===== config.mk =====
export PLATFORM = sky130hd
export DESIGN_NAME = acp_top
export DESIGN_NICKNAME = d
export VERILOG_FILES = /design/src/pkg/acp_pkg.sv /design/src/rtl/acp_top.sv /design/src/rtl/acp_clk_div.sv
export SDC_FILE = /design/constraint.sdc
export NUM_CORES = 1
export LEC_CHECK = 0
export BUFFER_PORTS_ARGS = -buffer_cell sky130_fd_sc_hd__buf_2
export CAP_MARGIN = 20
export CORE_UTILIZATION = 25
export DETAILED_ROUTE_END_ITERATION = 6
export PLACE_DENSITY_LB_ADDON = 0.12
export SYNTH_ARGS = -nofsm -noshare
export SYNTH_HDL_FRONTEND = slang
export SYNTH_HIERARCHICAL = 1
export SYNTH_SLANG_ARGS = --single-unit

===== constraint.sdc =====
create_clock -name I_REF_CLK -period 2.79 [get_ports I_REF_CLK]
set_clock_uncertainty 0.1 [all_clocks]
set_input_delay 0.279 -clock I_REF_CLK [delete_from_list [all_inputs] [get_ports I_REF_CLK]]
set_output_delay 0.279 -clock I_REF_CLK [all_outputs]
set_load 0.05 [all_outputs]

===== src/pkg/acp_pkg.sv =====
// Purpose: constants for the converter configuration and pin control block
// Assumes: 8-bit registers on a plain address/strobe port
// Notes: offsets are word indices on the local port
package acp_pkg;
  // ************************************************************
  // register map
  // ************************************************************
  localparam logic [1:0] ADDR_CONFIG = 2'h0;
  localparam logic [1:0] ADDR_PIN_LOW = 2'h1;
  localparam logic [1:0] ADDR_PIN_MID = 2'h2;
  localparam logic [1:0] ADDR_STATUS = 2'h3;
  // ************************************************************
  // configuration fields
  // ************************************************************
  localparam int LOW_POWER_BIT = 7;
  localparam int DIV_MSB = 6;
  localparam int DIV_LSB = 5;
  localparam int LONG_SAMPLE_BIT = 4;
  localparam int MODE_MSB = 3;
  localparam int MODE_LSB = 2;
  localparam int SRC_MSB = 1;
  localparam int SRC_LSB = 0;
  // ************************************************************
  // reset values
  // ************************************************************
  localparam logic [7:0] CONFIG_RESET = 8'h00;
  localparam logic [7:0] PIN_RESET = 8'h00;
  // ************************************************************
  // encodings
  // ************************************************************
  localparam logic [1:0] MODE_8BIT = 2'h0;
  localparam logic [1:0] MODE_10BIT = 2'h2;
  localparam logic [1:0] SRC_BUS = 2'h0;
  localparam logic [1:0] SRC_BUS_HALF = 2'h1;
  localparam logic [1:0] SRC_ALT = 2'h2;
  localparam logic [1:0] SRC_ASYNC = 2'h3;
  localparam int PIN_COUNT = 16;
  localparam int DIV_WIDTH = 3;
endpackage : acp_pkg


===== src/rtl/acp_top.sv =====
// Overview of operation
// - bit 7 chooses high speed or low power
// - bits 6:5 divide clock by 1,2,4,8
// - bit 4 chooses short or long sampling
// - bits 3:2 choose 8 or 10 bit
// - bits 1:0 choose the clock source
// - low pin register covers channels 0 to 7
// - mid pin register covers channels 8 to 15
// - pin bit set removes port control
// - released pin: hiz, no input, no pullup
// - reset selects bus clock as source
// - mode change invalidates result data
//
// Purpose: configuration and analog pin control of the converter
// Assumes: single bus clock, async active low reset
// Notes: alternate and internal clocks enter as pin-level inputs
//
// Design decisions made here: the address-and-strobe port and the register offsets.
`timescale 1ns/1ps
module acp_top
(
  input wire logic I_REF_CLK,
  input wire logic I_NRST,
  input wire logic [1:0] I_ADDR,
  input wire logic [7:0] I_WDATA,
  input wire logic I_WR,
  input wire logic I_RD,
  output logic [7:0] O_RDATA,
  input wire logic I_ALT_CLK,
  input wire logic I_ASYNC_CLK,
  input wire logic [15:0] I_PORT_OE,
  input wire logic [15:0] I_PORT_PULLUP,
  input wire logic [15:0] I_PIN_IN,
  output logic [15:0] O_PIN_OE,
  output logic [15:0] O_PIN_PULLUP,
  output logic [15:0] O_PIN_IBUF_EN,
  output logic [15:0] O_PORT_RDATA,
  output logic [15:0] O_ANALOG_SEL,
  output logic O_LOW_POWER,
  output logic O_LONG_SAMPLE,
  output logic [1:0] O_MODE,
  output logic O_CONV_CLK_EN,
  output logic O_RESULT_INVALID
);
  // ************************************************************
  // registers
  // ************************************************************
  logic [7:0] cfg_r;
  logic [7:0] pin_low_r;
  logic [7:0] pin_mid_r;
  logic invalid_r;
  logic [2:0] alt_sync_r;
  logic [2:0] async_sync_r;
  logic alt_lvl_r;
  logic async_lvl_r;
  logic half_r;
  logic [2:0] pin_sync0_r [acp_pkg::PIN_COUNT];
  logic [15:0] pin_lvl_r;

  // ************************************************************
  // decode
  // ************************************************************
  logic wr_cfg;
  logic wr_low;
  logic wr_mid;
  logic mode_change;
  logic [1:0] new_mode;
  logic [15:0] release_bits;
  logic [1:0] src_sel;
  logic src_tick;
  logic alt_rise;
  logic async_rise;
  logic [7:0] rd_mux;
  logic conv_en;

  assign wr_cfg = I_WR && (I_ADDR == acp_pkg::ADDR_CONFIG);
  assign wr_low = I_WR && (I_ADDR == acp_pkg::ADDR_PIN_LOW);
  assign wr_mid = I_WR && (I_ADDR == acp_pkg::ADDR_PIN_MID);
  assign new_mode = I_WDATA[acp_pkg::MODE_MSB:acp_pkg::MODE_LSB];
  assign mode_change = wr_cfg
    && (new_mode != cfg_r[acp_pkg::MODE_MSB:acp_pkg::MODE_LSB]);
  assign release_bits = {pin_mid_r, pin_low_r};
  assign src_sel = cfg_r[acp_pkg::SRC_MSB:acp_pkg::SRC_LSB];

  // a change counts once the second and third stages agree
  assign alt_rise = (alt_sync_r[1] == alt_sync_r[2]) && alt_sync_r[2] && !alt_lvl_r;
  assign async_rise = (async_sync_r[1] == async_sync_r[2]) && async_sync_r[2]
    && !async_lvl_r;

  // source ticks on the bus clock; slow clocks only, they are sampled
  assign src_tick = (src_sel == acp_pkg::SRC_BUS) ? 1'b1 :
    (src_sel == acp_pkg::SRC_BUS_HALF) ? half_r :
    (src_sel == acp_pkg::SRC_ALT) ? alt_rise : async_rise;

  assign rd_mux = (I_ADDR == acp_pkg::ADDR_CONFIG) ? cfg_r :
    (I_ADDR == acp_pkg::ADDR_PIN_LOW) ? pin_low_r :
    (I_ADDR == acp_pkg::ADDR_PIN_MID) ? pin_mid_r :
    {7'h00, invalid_r};

  // ************************************************************
  // converter clock divider
  // ************************************************************
  acp_clk_div acp_clk_div_i
  (
    .i_clk(I_REF_CLK),
    .i_nrst(I_NRST),
    .i_tick(src_tick),
    .i_div_sel(cfg_r[acp_pkg::DIV_MSB:acp_pkg::DIV_LSB]),
    .o_clk_en(conv_en)
  );

  // ************************************************************
  // register file
  // ************************************************************
  always_ff @(posedge I_REF_CLK or negedge I_NRST)
  begin
    if (!I_NRST)
    begin
      cfg_r <= acp_pkg::CONFIG_RESET;
      pin_low_r <= acp_pkg::PIN_RESET;
      pin_mid_r <= acp_pkg::PIN_RESET;
      invalid_r <= 1'b0;
      O_RDATA <= 8'h00;
    end
    else
    begin
      if (wr_cfg)
        cfg_r <= I_WDATA;
      if (wr_low)
        pin_low_r <= I_WDATA;
      if (wr_mid)
        pin_mid_r <= I_WDATA;
      // set wins over the read-to-clear
      if (mode_change)
        invalid_r <= 1'b1;
      else if (I_RD && (I_ADDR == acp_pkg::ADDR_STATUS))
        invalid_r <= 1'b0;
      O_RDATA <= I_RD ? rd_mux : 8'h00;
    end
  end

  // ************************************************************
  // clock source sampling
  // ************************************************************
  always_ff @(posedge I_REF_CLK or negedge I_NRST)
  begin
    if (!I_NRST)
    begin
      alt_sync_r <= 3'h0;
      async_sync_r <= 3'h0;
      alt_lvl_r <= 1'b0;
      async_lvl_r <= 1'b0;
      half_r <= 1'b0;
    end
    else
    begin
      alt_sync_r <= {alt_sync_r[1:0], I_ALT_CLK};
      async_sync_r <= {async_sync_r[1:0], I_ASYNC_CLK};
      if (alt_sync_r[1] == alt_sync_r[2])
        alt_lvl_r <= alt_sync_r[2];
      if (async_sync_r[1] == async_sync_r[2])
        async_lvl_r <= async_sync_r[2];
      half_r <= ~half_r;
    end
  end

  // ************************************************************
  // per-pin control
  // ************************************************************
  genvar g;
  generate
    for (g = 0; g < acp_pkg::PIN_COUNT; g++)
    begin : g_pin
      always_ff @(posedge I_REF_CLK or negedge I_NRST)
      begin
        if (!I_NRST)
        begin
          pin_sync0_r[g] <= 3'h0;
          pin_lvl_r[g] <= 1'b0;
          O_PIN_OE[g] <= 1'b0;
          O_PIN_PULLUP[g] <= 1'b0;
          O_PIN_IBUF_EN[g] <= 1'b1;
          O_PORT_RDATA[g] <= 1'b0;
          O_ANALOG_SEL[g] <= 1'b0;
        end
        else
        begin
          pin_sync0_r[g] <= {pin_sync0_r[g][1:0], I_PIN_IN[g]};
          if (pin_sync0_r[g][1] == pin_sync0_r[g][2])
            pin_lvl_r[g] <= pin_sync0_r[g][2];
          O_ANALOG_SEL[g] <= release_bits[g];
          O_PIN_OE[g] <= I_PORT_OE[g] && !release_bits[g];
          O_PIN_PULLUP[g] <= I_PORT_PULLUP[g] && !release_bits[g];
          O_PIN_IBUF_EN[g] <= !release_bits[g];
          O_PORT_RDATA[g] <= pin_lvl_r[g] && !release_bits[g];
        end
      end
    end
  endgenerate

  // ************************************************************
  // converter core controls
  // ************************************************************
  always_ff @(posedge I_REF_CLK or negedge I_NRST)
  begin
    if (!I_NRST)
    begin
      O_LOW_POWER <= 1'b0;
      O_LONG_SAMPLE <= 1'b0;
      O_MODE <= acp_pkg::MODE_8BIT;
      O_CONV_CLK_EN <= 1'b0;
      O_RESULT_INVALID <= 1'b0;
    end
    else
    begin
      O_LOW_POWER <= cfg_r[acp_pkg::LOW_POWER_BIT];
      O_LONG_SAMPLE <= cfg_r[acp_pkg::LONG_SAMPLE_BIT];
      O_MODE <= cfg_r[acp_pkg::MODE_MSB:acp_pkg::MODE_LSB];
      O_CONV_CLK_EN <= conv_en;
      O_RESULT_INVALID <= invalid_r;
    end
  end
endmodule : acp_top


===== src/rtl/acp_clk_div.sv =====
// Purpose: divides the selected source enable into the converter clock
// Assumes: source arrives as a one-cycle tick on the bus clock
// Notes: output is a one-cycle pulse on every n-th tick, n the divide ratio
`timescale 1ns/1ps
module acp_clk_div
(
  input wire logic i_clk,
  input wire logic i_nrst,
  input wire logic i_tick,
  input wire logic [1:0] i_div_sel,
  output logic o_clk_en
);
  logic [acp_pkg::DIV_WIDTH-1:0] cnt_r;
  logic [acp_pkg::DIV_WIDTH-1:0] limit;
  logic hit;

  // 00 /1, 01 /2, 10 /4, 11 /8
  assign limit = acp_pkg::DIV_WIDTH'((4'h1 << i_div_sel) - 4'h1);
  assign hit = i_tick && (cnt_r >= limit);

  always_ff @(posedge i_clk or negedge i_nrst)
  begin
    if (!i_nrst)
    begin
      cnt_r <= '0;
      o_clk_en <= 1'b0;
    end
    else
    begin
      o_clk_en <= hit;
      if (hit)
        cnt_r <= '0;
      else if (i_tick)
        cnt_r <= cnt_r + 1'b1;
    end
  end
endmodule : acp_clk_div


# Word-level counts from Yosys, hierarchy flattened
# Cells that the tools add are included.
[totals]
reg_bits = 196
input_bits = 64
out_inout_bits = 94
wordCells = 249
[classes]
addsub = 2
n_lt_le_gt_ge = 1
eq_ne = 24
n_shift = 1
muxes = 11
n_bitwise = 1
reduce_logical = 80
[ops]
columns = ["operator", "count"]
rows = [
  ["$logic_and 1x1->1", 58],
  ["$mux 8", 4],
  ["$eq 1x1->1", 18],
  ["$logic_not 1->1", 18],
  ["$eq 2x2->1 const B", 3],
  ["$mux 3", 2],
  ["$mux 1", 5],
  ["$eq 2x1->1 const B", 2],
  ["$logic_not 2->1", 2],
  ["$reduce_bool 2->1", 2],
  ["$add 3x1->3 const B", 1],
  ["$ge 3x3->1", 1],
  ["$shl 1x2->3 const A", 1],
  ["$sub 3x1->3 const B", 1],
  ["$ne 2x2->1", 1],
  ["$not 1->1", 1],
]

# Depth between registers and ports, before layout
[logic_depth]
depth_word = 8
mapped_depth = 7
ltp_nobuf = 7

# Modules after synthesis
# The synthesis kept the hierarchy.
[by_module_without_submodules]
columns = ["module", "instances", "cells_each", "area_per_inst_um2", "seq_area_each_um2"]
rows = [
  ["acp_top", 1, 342, 6005.8, 4824.6],
  ["acp_clk_div", 1, 26, 247.7, 100.1],
]

# Worst setup path after synthesis
# OpenSTA, ideal clock, no wires.
[synth_path]
path_kind = "reg2reg"
start = "register cfg_r[6]"
end = "register acp_clk_div_i/cnt_r[0] in the netlist's numbering"
setup_time_ns = 0.077
arrival_time_ns = 1.466
t_required_ns = 2.613
slack_ns = 1.147
path_stages_with_launch = 7
n_path_buf = 0
period_less_slack_ns = 1.643
cell_sequence = "dfrtp_1 -> or2_2 -> ha_1 -> nand2b_1 -> a31oi_2 -> nand3_1 -> o21ai_1"
[synth_via]
elab_chain_len = 5
elab_cells_between_ends = 6
classes_between = "add/sub: 1; order compare: 1; shift: 1; mux: 1; reduce/logical: 2"
[synth_rtl]
columns = ["element", "line_no", "source"]
rows = [
  ["from (decl)", "acp_top.sv:48", "logic [7:0] cfg_r;"],
  ["from (signal assigned)", "acp_top.sv:119", "cfg_r <= acp_pkg::CONFIG_RESET;"],
  ["$shl 1x2->3 *", "acp_clk_div.sv:18", "assign limit = acp_pkg::DIV_WIDTH'((4'h1 << i_div_sel) - 4'h1);"],
  ["$sub 3x1->3 *", "acp_clk_div.sv:18", ""],
  ["$ge 3x3->1 *", "acp_clk_div.sv:19", "assign hit = i_tick && (cnt_r >= limit);"],
  ["$logic_and 1x1->1 *", "acp_clk_div.sv:19", ""],
  ["$mux 3 or $reduce_bool 2->1 (tied branches)", "n/a", ""],
  ["to (signal assigned)", "acp_clk_div.sv:34", "cnt_r <= cnt_r + 1'b1;"],
  ["to (decl)", "acp_clk_div.sv:13", "logic [acp_pkg::DIV_WIDTH-1:0] cnt_r;"],
]
# Mark *: on every way between the ends. The rest lies on a longest branch, timed or not.
# A chain may end at the register's enable or synchronous reset.

# Worst setup path in the final report
[layout_path]
start = "register alt_sync_r[1]"
end = "register acp_clk_div_i/cnt_r[2] in the netlist's numbering"
[layout_via]
elab_chain_len = 8
elab_cells_between_ends = 9
classes_between = "eq/ne: 1; mux: 4; reduce/logical: 4"
[layout_rtl]
columns = ["element", "line_no", "source"]
rows = [
  ["from (decl)", "acp_top.sv:52", "logic [2:0] alt_sync_r;"],
  ["from (signal assigned)", "acp_top.sv:157", "alt_sync_r <= {alt_sync_r[1:0], I_ALT_CLK};"],
  ["$eq 1x1->1 *", "acp_top.sv:86", "assign alt_rise = (alt_sync_r[1] == alt_sync_r[2]) && alt_sync_r[2] && !alt_lvl_r;"],
  ["$logic_and 1x1->1 * (2 in series)", "acp_top.sv:86", ""],
  ["$mux 1 *", "acp_top.sv:93", "(src_sel == acp_pkg::SRC_ALT) ? alt_rise : async_rise;"],
  ["$mux 1 *", "acp_top.sv:92", "(src_sel == acp_pkg::SRC_BUS_HALF) ? half_r :"],
  ["$mux 1 *", "acp_top.sv:91", "assign src_tick = (src_sel == acp_pkg::SRC_BUS) ? 1'b1 :"],
  ["named net src_tick", "acp_top.sv:70", "logic src_tick;"],
  ["$logic_and 1x1->1", "acp_clk_div.sv:19", ""],
  ["$mux 3 or $reduce_bool 2->1 (tied branches)", "n/a", ""],
]
# Mark *: on every way through the listed nets, which the timed path passes. The rest lies on a longest branch.

==> reports/qor.json <==
{
  "status": {
    "outcome": "complete, no violations"
  },
  "floorplan": {
    "core-area_um2": 24500,
    "pin_count": 158,
    "die_footprint_um2": 25700,
    "chipHeight_um": 160,
    "rows": 57,
    "die-width_um": 160,
    "initial_utilization": 0.256
  },
  "timing": {
    "period_minus_slack_ns": 1.79,
    "period_share": 0.642,
    "worst_slew_margin_rel": 0.589,
    "timing_worst_slew_pin_value_ns": 0.615,
    "max_clock_freq_ghz": 0.558,
    "fin_tns_setup_ns": 0,
    "postLayoutSetupSlackWorst_ns": 0.999,
    "rsz0062_at_grt": "false",
    "report.final.slew_viol_count": 0,
    "setup_violations": 0,
    "final_hold_viol_count": 0
  },
  "logic_synthesis": {
    "synthesis.area_per_instance_um2": 17.0,
    "syn_nets": 438,
    "yosysMostFrequentCell": "sky130_fd_sc_hd__dfrtp_1",
    "syn-instance-count": 368,
    "synth_async_sr_flop_share": 1.00,
    "synth_cell_types": 31,
    "seq_area_frac_synth": 0.788,
    "yosys_warnings": 6,
    "postSynthRegisterBits": 196,
    "portion_of_synthesized_cell_area_occupied_by_the_leading_cell_type": 0.720,
    "synth-edff-count": 0,
    "synth.largest_area_cell": "sky130_fd_sc_hd__dfrtp_1",
    "synth_top_cells_by_count": "180 x sky130_fd_sc_hd__dfrtp_1, 50 x sky130_fd_sc_hd__nor2b_1, 26 x sky130_fd_sc_hd__mux2_2",
    "netlist_top_cells_area": "sky130_fd_sc_hd__dfrtp_1 72%, sky130_fd_sc_hd__dfstp_2 6.7%, sky130_fd_sc_hd__nor2b_1 5.0%, sky130_fd_sc_hd__mux2_2 4.7%, sky130_fd_sc_hd__maj3_1 2.6%",
    "synthesis.area_um2": 6250,
    "dominant_register_cell_in_the_synthesized_netlist": "sky130_fd_sc_hd__dfrtp_1"
  },
  "routing": {
    "drtAntennaViolNets": 0,
    "routed_wire_length_per_instance_um": 13.6,
    "detail_route.first_pass.iterations": 4,
    "drc": 0,
    "route.final.wire_length_um": 12700,
    "drtIter0Drc": 111,
    "vias": 3550,
    "detail_route.vias_per_cell": 3.80
  },
  "global_route": {
    "overflow": 0,
    "grt_antenna_before_repair": 1,
    "met1_usage": 0.141,
    "track_usage": 0.106,
    "largest_net_degree_at_the_start_of_global_routing": 74,
    "grt.met3_usage": 0.0395,
    "grt_pass1_vias": 3784,
    "grt_first_pass_wirelength_um": 20700,
    "top_usage_layer": "met2",
    "globalRouteMet2Util": 0.160
  },
  "placement": {
    "gp_congestion": 0.693,
    "pre_cts_worst_setup_slack_ns": 0.845,
    "detailedPlacementHpwl_um": 8750,
    "port_buffers": 157
  },
  "setup_path": {
    "path_class": "register to register",
    "r2r_setup_slack_ns": 1.0,
    "required_ns": 3.02,
    "worst_setup_path_start_kind": "register",
    "r2r_start": "alt_sync_r[1]",
    "crit_path_max_fanout": 7,
    "critical_path_capture_point_type": "register",
    "timing.critical_path.arrival_ns": 2.02,
    "reg2reg_depth": 7,
    "regToRegEndpoint": "acp_clk_div_i/cnt_r[2]",
    "cp-endpoint": "acp_clk_div_i/cnt_r[2]",
    "cp-startpoint": "alt_sync_r[1]"
  },
  "clock_network": {
    "tritoncts.num_buffers": 17,
    "clock_path_buffers": 2,
    "clock_sinks": 196,
    "clock_latency_ns": 0.42,
    "clockRootBuffer": "sky130_fd_sc_hd__clkbuf_16",
    "cts.reportedPaths.clkPinSlew_ns": 0.06,
    "clock_tree_from_tritoncts": "yes",
    "h-tree-depth": 4,
    "cts.repair_timing.setup_buffer_count": 0
  },
  "layout": {
    "nNetsFinal": 666,
    "post_route_cells_drive_above_1_share": 0.391,
    "fillcell_total": 2368,
    "area_growth_syn_to_layout_pct": 36.9
  },
  "min_path": {
    "worst_hold_path.num_cells": 2,
    "worstHoldPathType": "input pin to register"
  },
  "power_and_ir_drop": {
    "total_power_divided_by_cell_area_nw_per_um2": 864,
    "vdd_ir_drop_max_mv": 0.417,
    "cellLeakagePower_nw": 4.09
  },
  "flow_run": {
    "drv_cap": 0
  }
}
## critical path, cell delays in order (launching register included)
cell and delay, ns:
sky130_fd_sc_hd__dfrtp_1 0.35, sky130_fd_sc_hd__ha_1 0.14, sky130_fd_sc_hd__inv_1 0.04, sky130_fd_sc_hd__o32a_1 0.32
sky130_fd_sc_hd__a21oi_1 0.39, sky130_fd_sc_hd__and3_1 0.22, sky130_fd_sc_hd__o21ai_1 0.06, sky130_fd_sc_hd__o21ai_0 0.08
## worst min path at each step
stage                          start               end  slack, ns
final                     I_WDATA[7]          cfg_r[7]       0.03
after global routing      I_WDATA[7]      pin_low_r[7]       0.02
after CTS                 I_WDATA[7]          cfg_r[7]       0.01
after detailed placement      I_NRST  O_ANALOG_SEL[12]       0.24
after global placement        I_NRST  O_ANALOG_SEL[12]       0.23
after floorplan               I_NRST   O_ANALOG_SEL[0]      -0.12
## timing repair
item / CTS / global route
hold buffers: 51 / 0
hold endpoints to repair: 112 / 0
gates resized for setup: 0 / 0
## sequential cells by signal, indices dropped and copies added, names as in the netlist, 8 cells and up
name,cells
pin_sync0_r,48
O_ANALOG_SEL,16
O_PIN_IBUF_EN,16
O_PIN_OE,16
O_PIN_PULLUP,16
O_PORT_RDATA,16
pin_lvl_r,16
O_RDATA,8
cfg_r,8
pin_low_r,8
pin_mid_r,8
## cells by family (layout without fill, tap and decap cells)
group / after synthesis / count (layout) / share of synthesized area
flip-flops: 196 / 196 / 0.788
AND/OR/NAND/NOR: 73 / 73 / 0.0734
multiplexers: 34 / 34 / 0.0622
buffers and inverters: 25 / 266 / 0.0170
adder cells (fa/ha/maj): 22 / 22 / 0.0376
AO/OA/AOI/OAI: 16 / 16 / 0.0194
XOR/XNOR: 2 / 2 / 0.00280
other: 0 / 1 / 0
## area by class of cell
type,count,area (um^2),area share
inverter,22,82.6,0.00965
multi-input combinational,147,1220,0.143
clock buffer,20,447,0.0522
clock inverter,12,129,0.0151
antenna,1,2.50,0.000292
timing repair buffer,212,1350,0.157
tap,324,405,0.0474
sequential,196,4920,0.575
## power by group
| part | internal [mW] | total [mW] | leakage (nW) | switching, mW |
|---|---|---|---|---|
| registers | 3.24 | 3.46 | 2.35 | 0.222 |
| clock network | 1.35 | 2.40 | 0.277 | 1.05 |
| logic | 0.435 | 1.53 | 1.47 | 1.10 |
## layout by cell type (no fill, tap or decap), types with 4 or more instances in the layout
cell                            count
sky130_fd_sc_hd__and2_1             8
sky130_fd_sc_hd__buf_2            156
sky130_fd_sc_hd__clkbuf_16         17
sky130_fd_sc_hd__clkinv_2           4
sky130_fd_sc_hd__dfrtp_1          180
sky130_fd_sc_hd__dfstp_2           16
sky130_fd_sc_hd__dlygate4sd3_1     51
sky130_fd_sc_hd__ha_1               6
sky130_fd_sc_hd__inv_1             22
sky130_fd_sc_hd__maj3_1            16
sky130_fd_sc_hd__mux2_2            26
sky130_fd_sc_hd__mux2i_1            7
sky130_fd_sc_hd__nand2_1            4
sky130_fd_sc_hd__nor2b_1           50
sky130_fd_sc_hd__o2bb2ai_1          7
## metrics by stage
stage / instance area [um^2] / hold WS, ns / util / total power [mW] / std cells
6_report: 8560 / 0.0337 / 0.350 / 7.40 / 934
5_1_grt: 8560 / 0.0175 / 0.350 / 7.77 / 933
4_1_cts: 8560 / 0.0115 / 0.350 / 7.53 / 933
3_5_place_dp: 7470 / 0.236 / 0.305 / 5.03 / 850
3_3_place_gp: 7470 / 0.227 / 0.305 / 5.00 / 850
2_1_floorplan: 6250 / -0.117 / - / 4.55 / 368
## routing by layer
metal	routed length, um	share of wire
met1	5950	0.47
met2	5880	0.46
met3	775	0.061
met4	133	0.010
met5	0	0
Power figures use the tool's default switching activity.
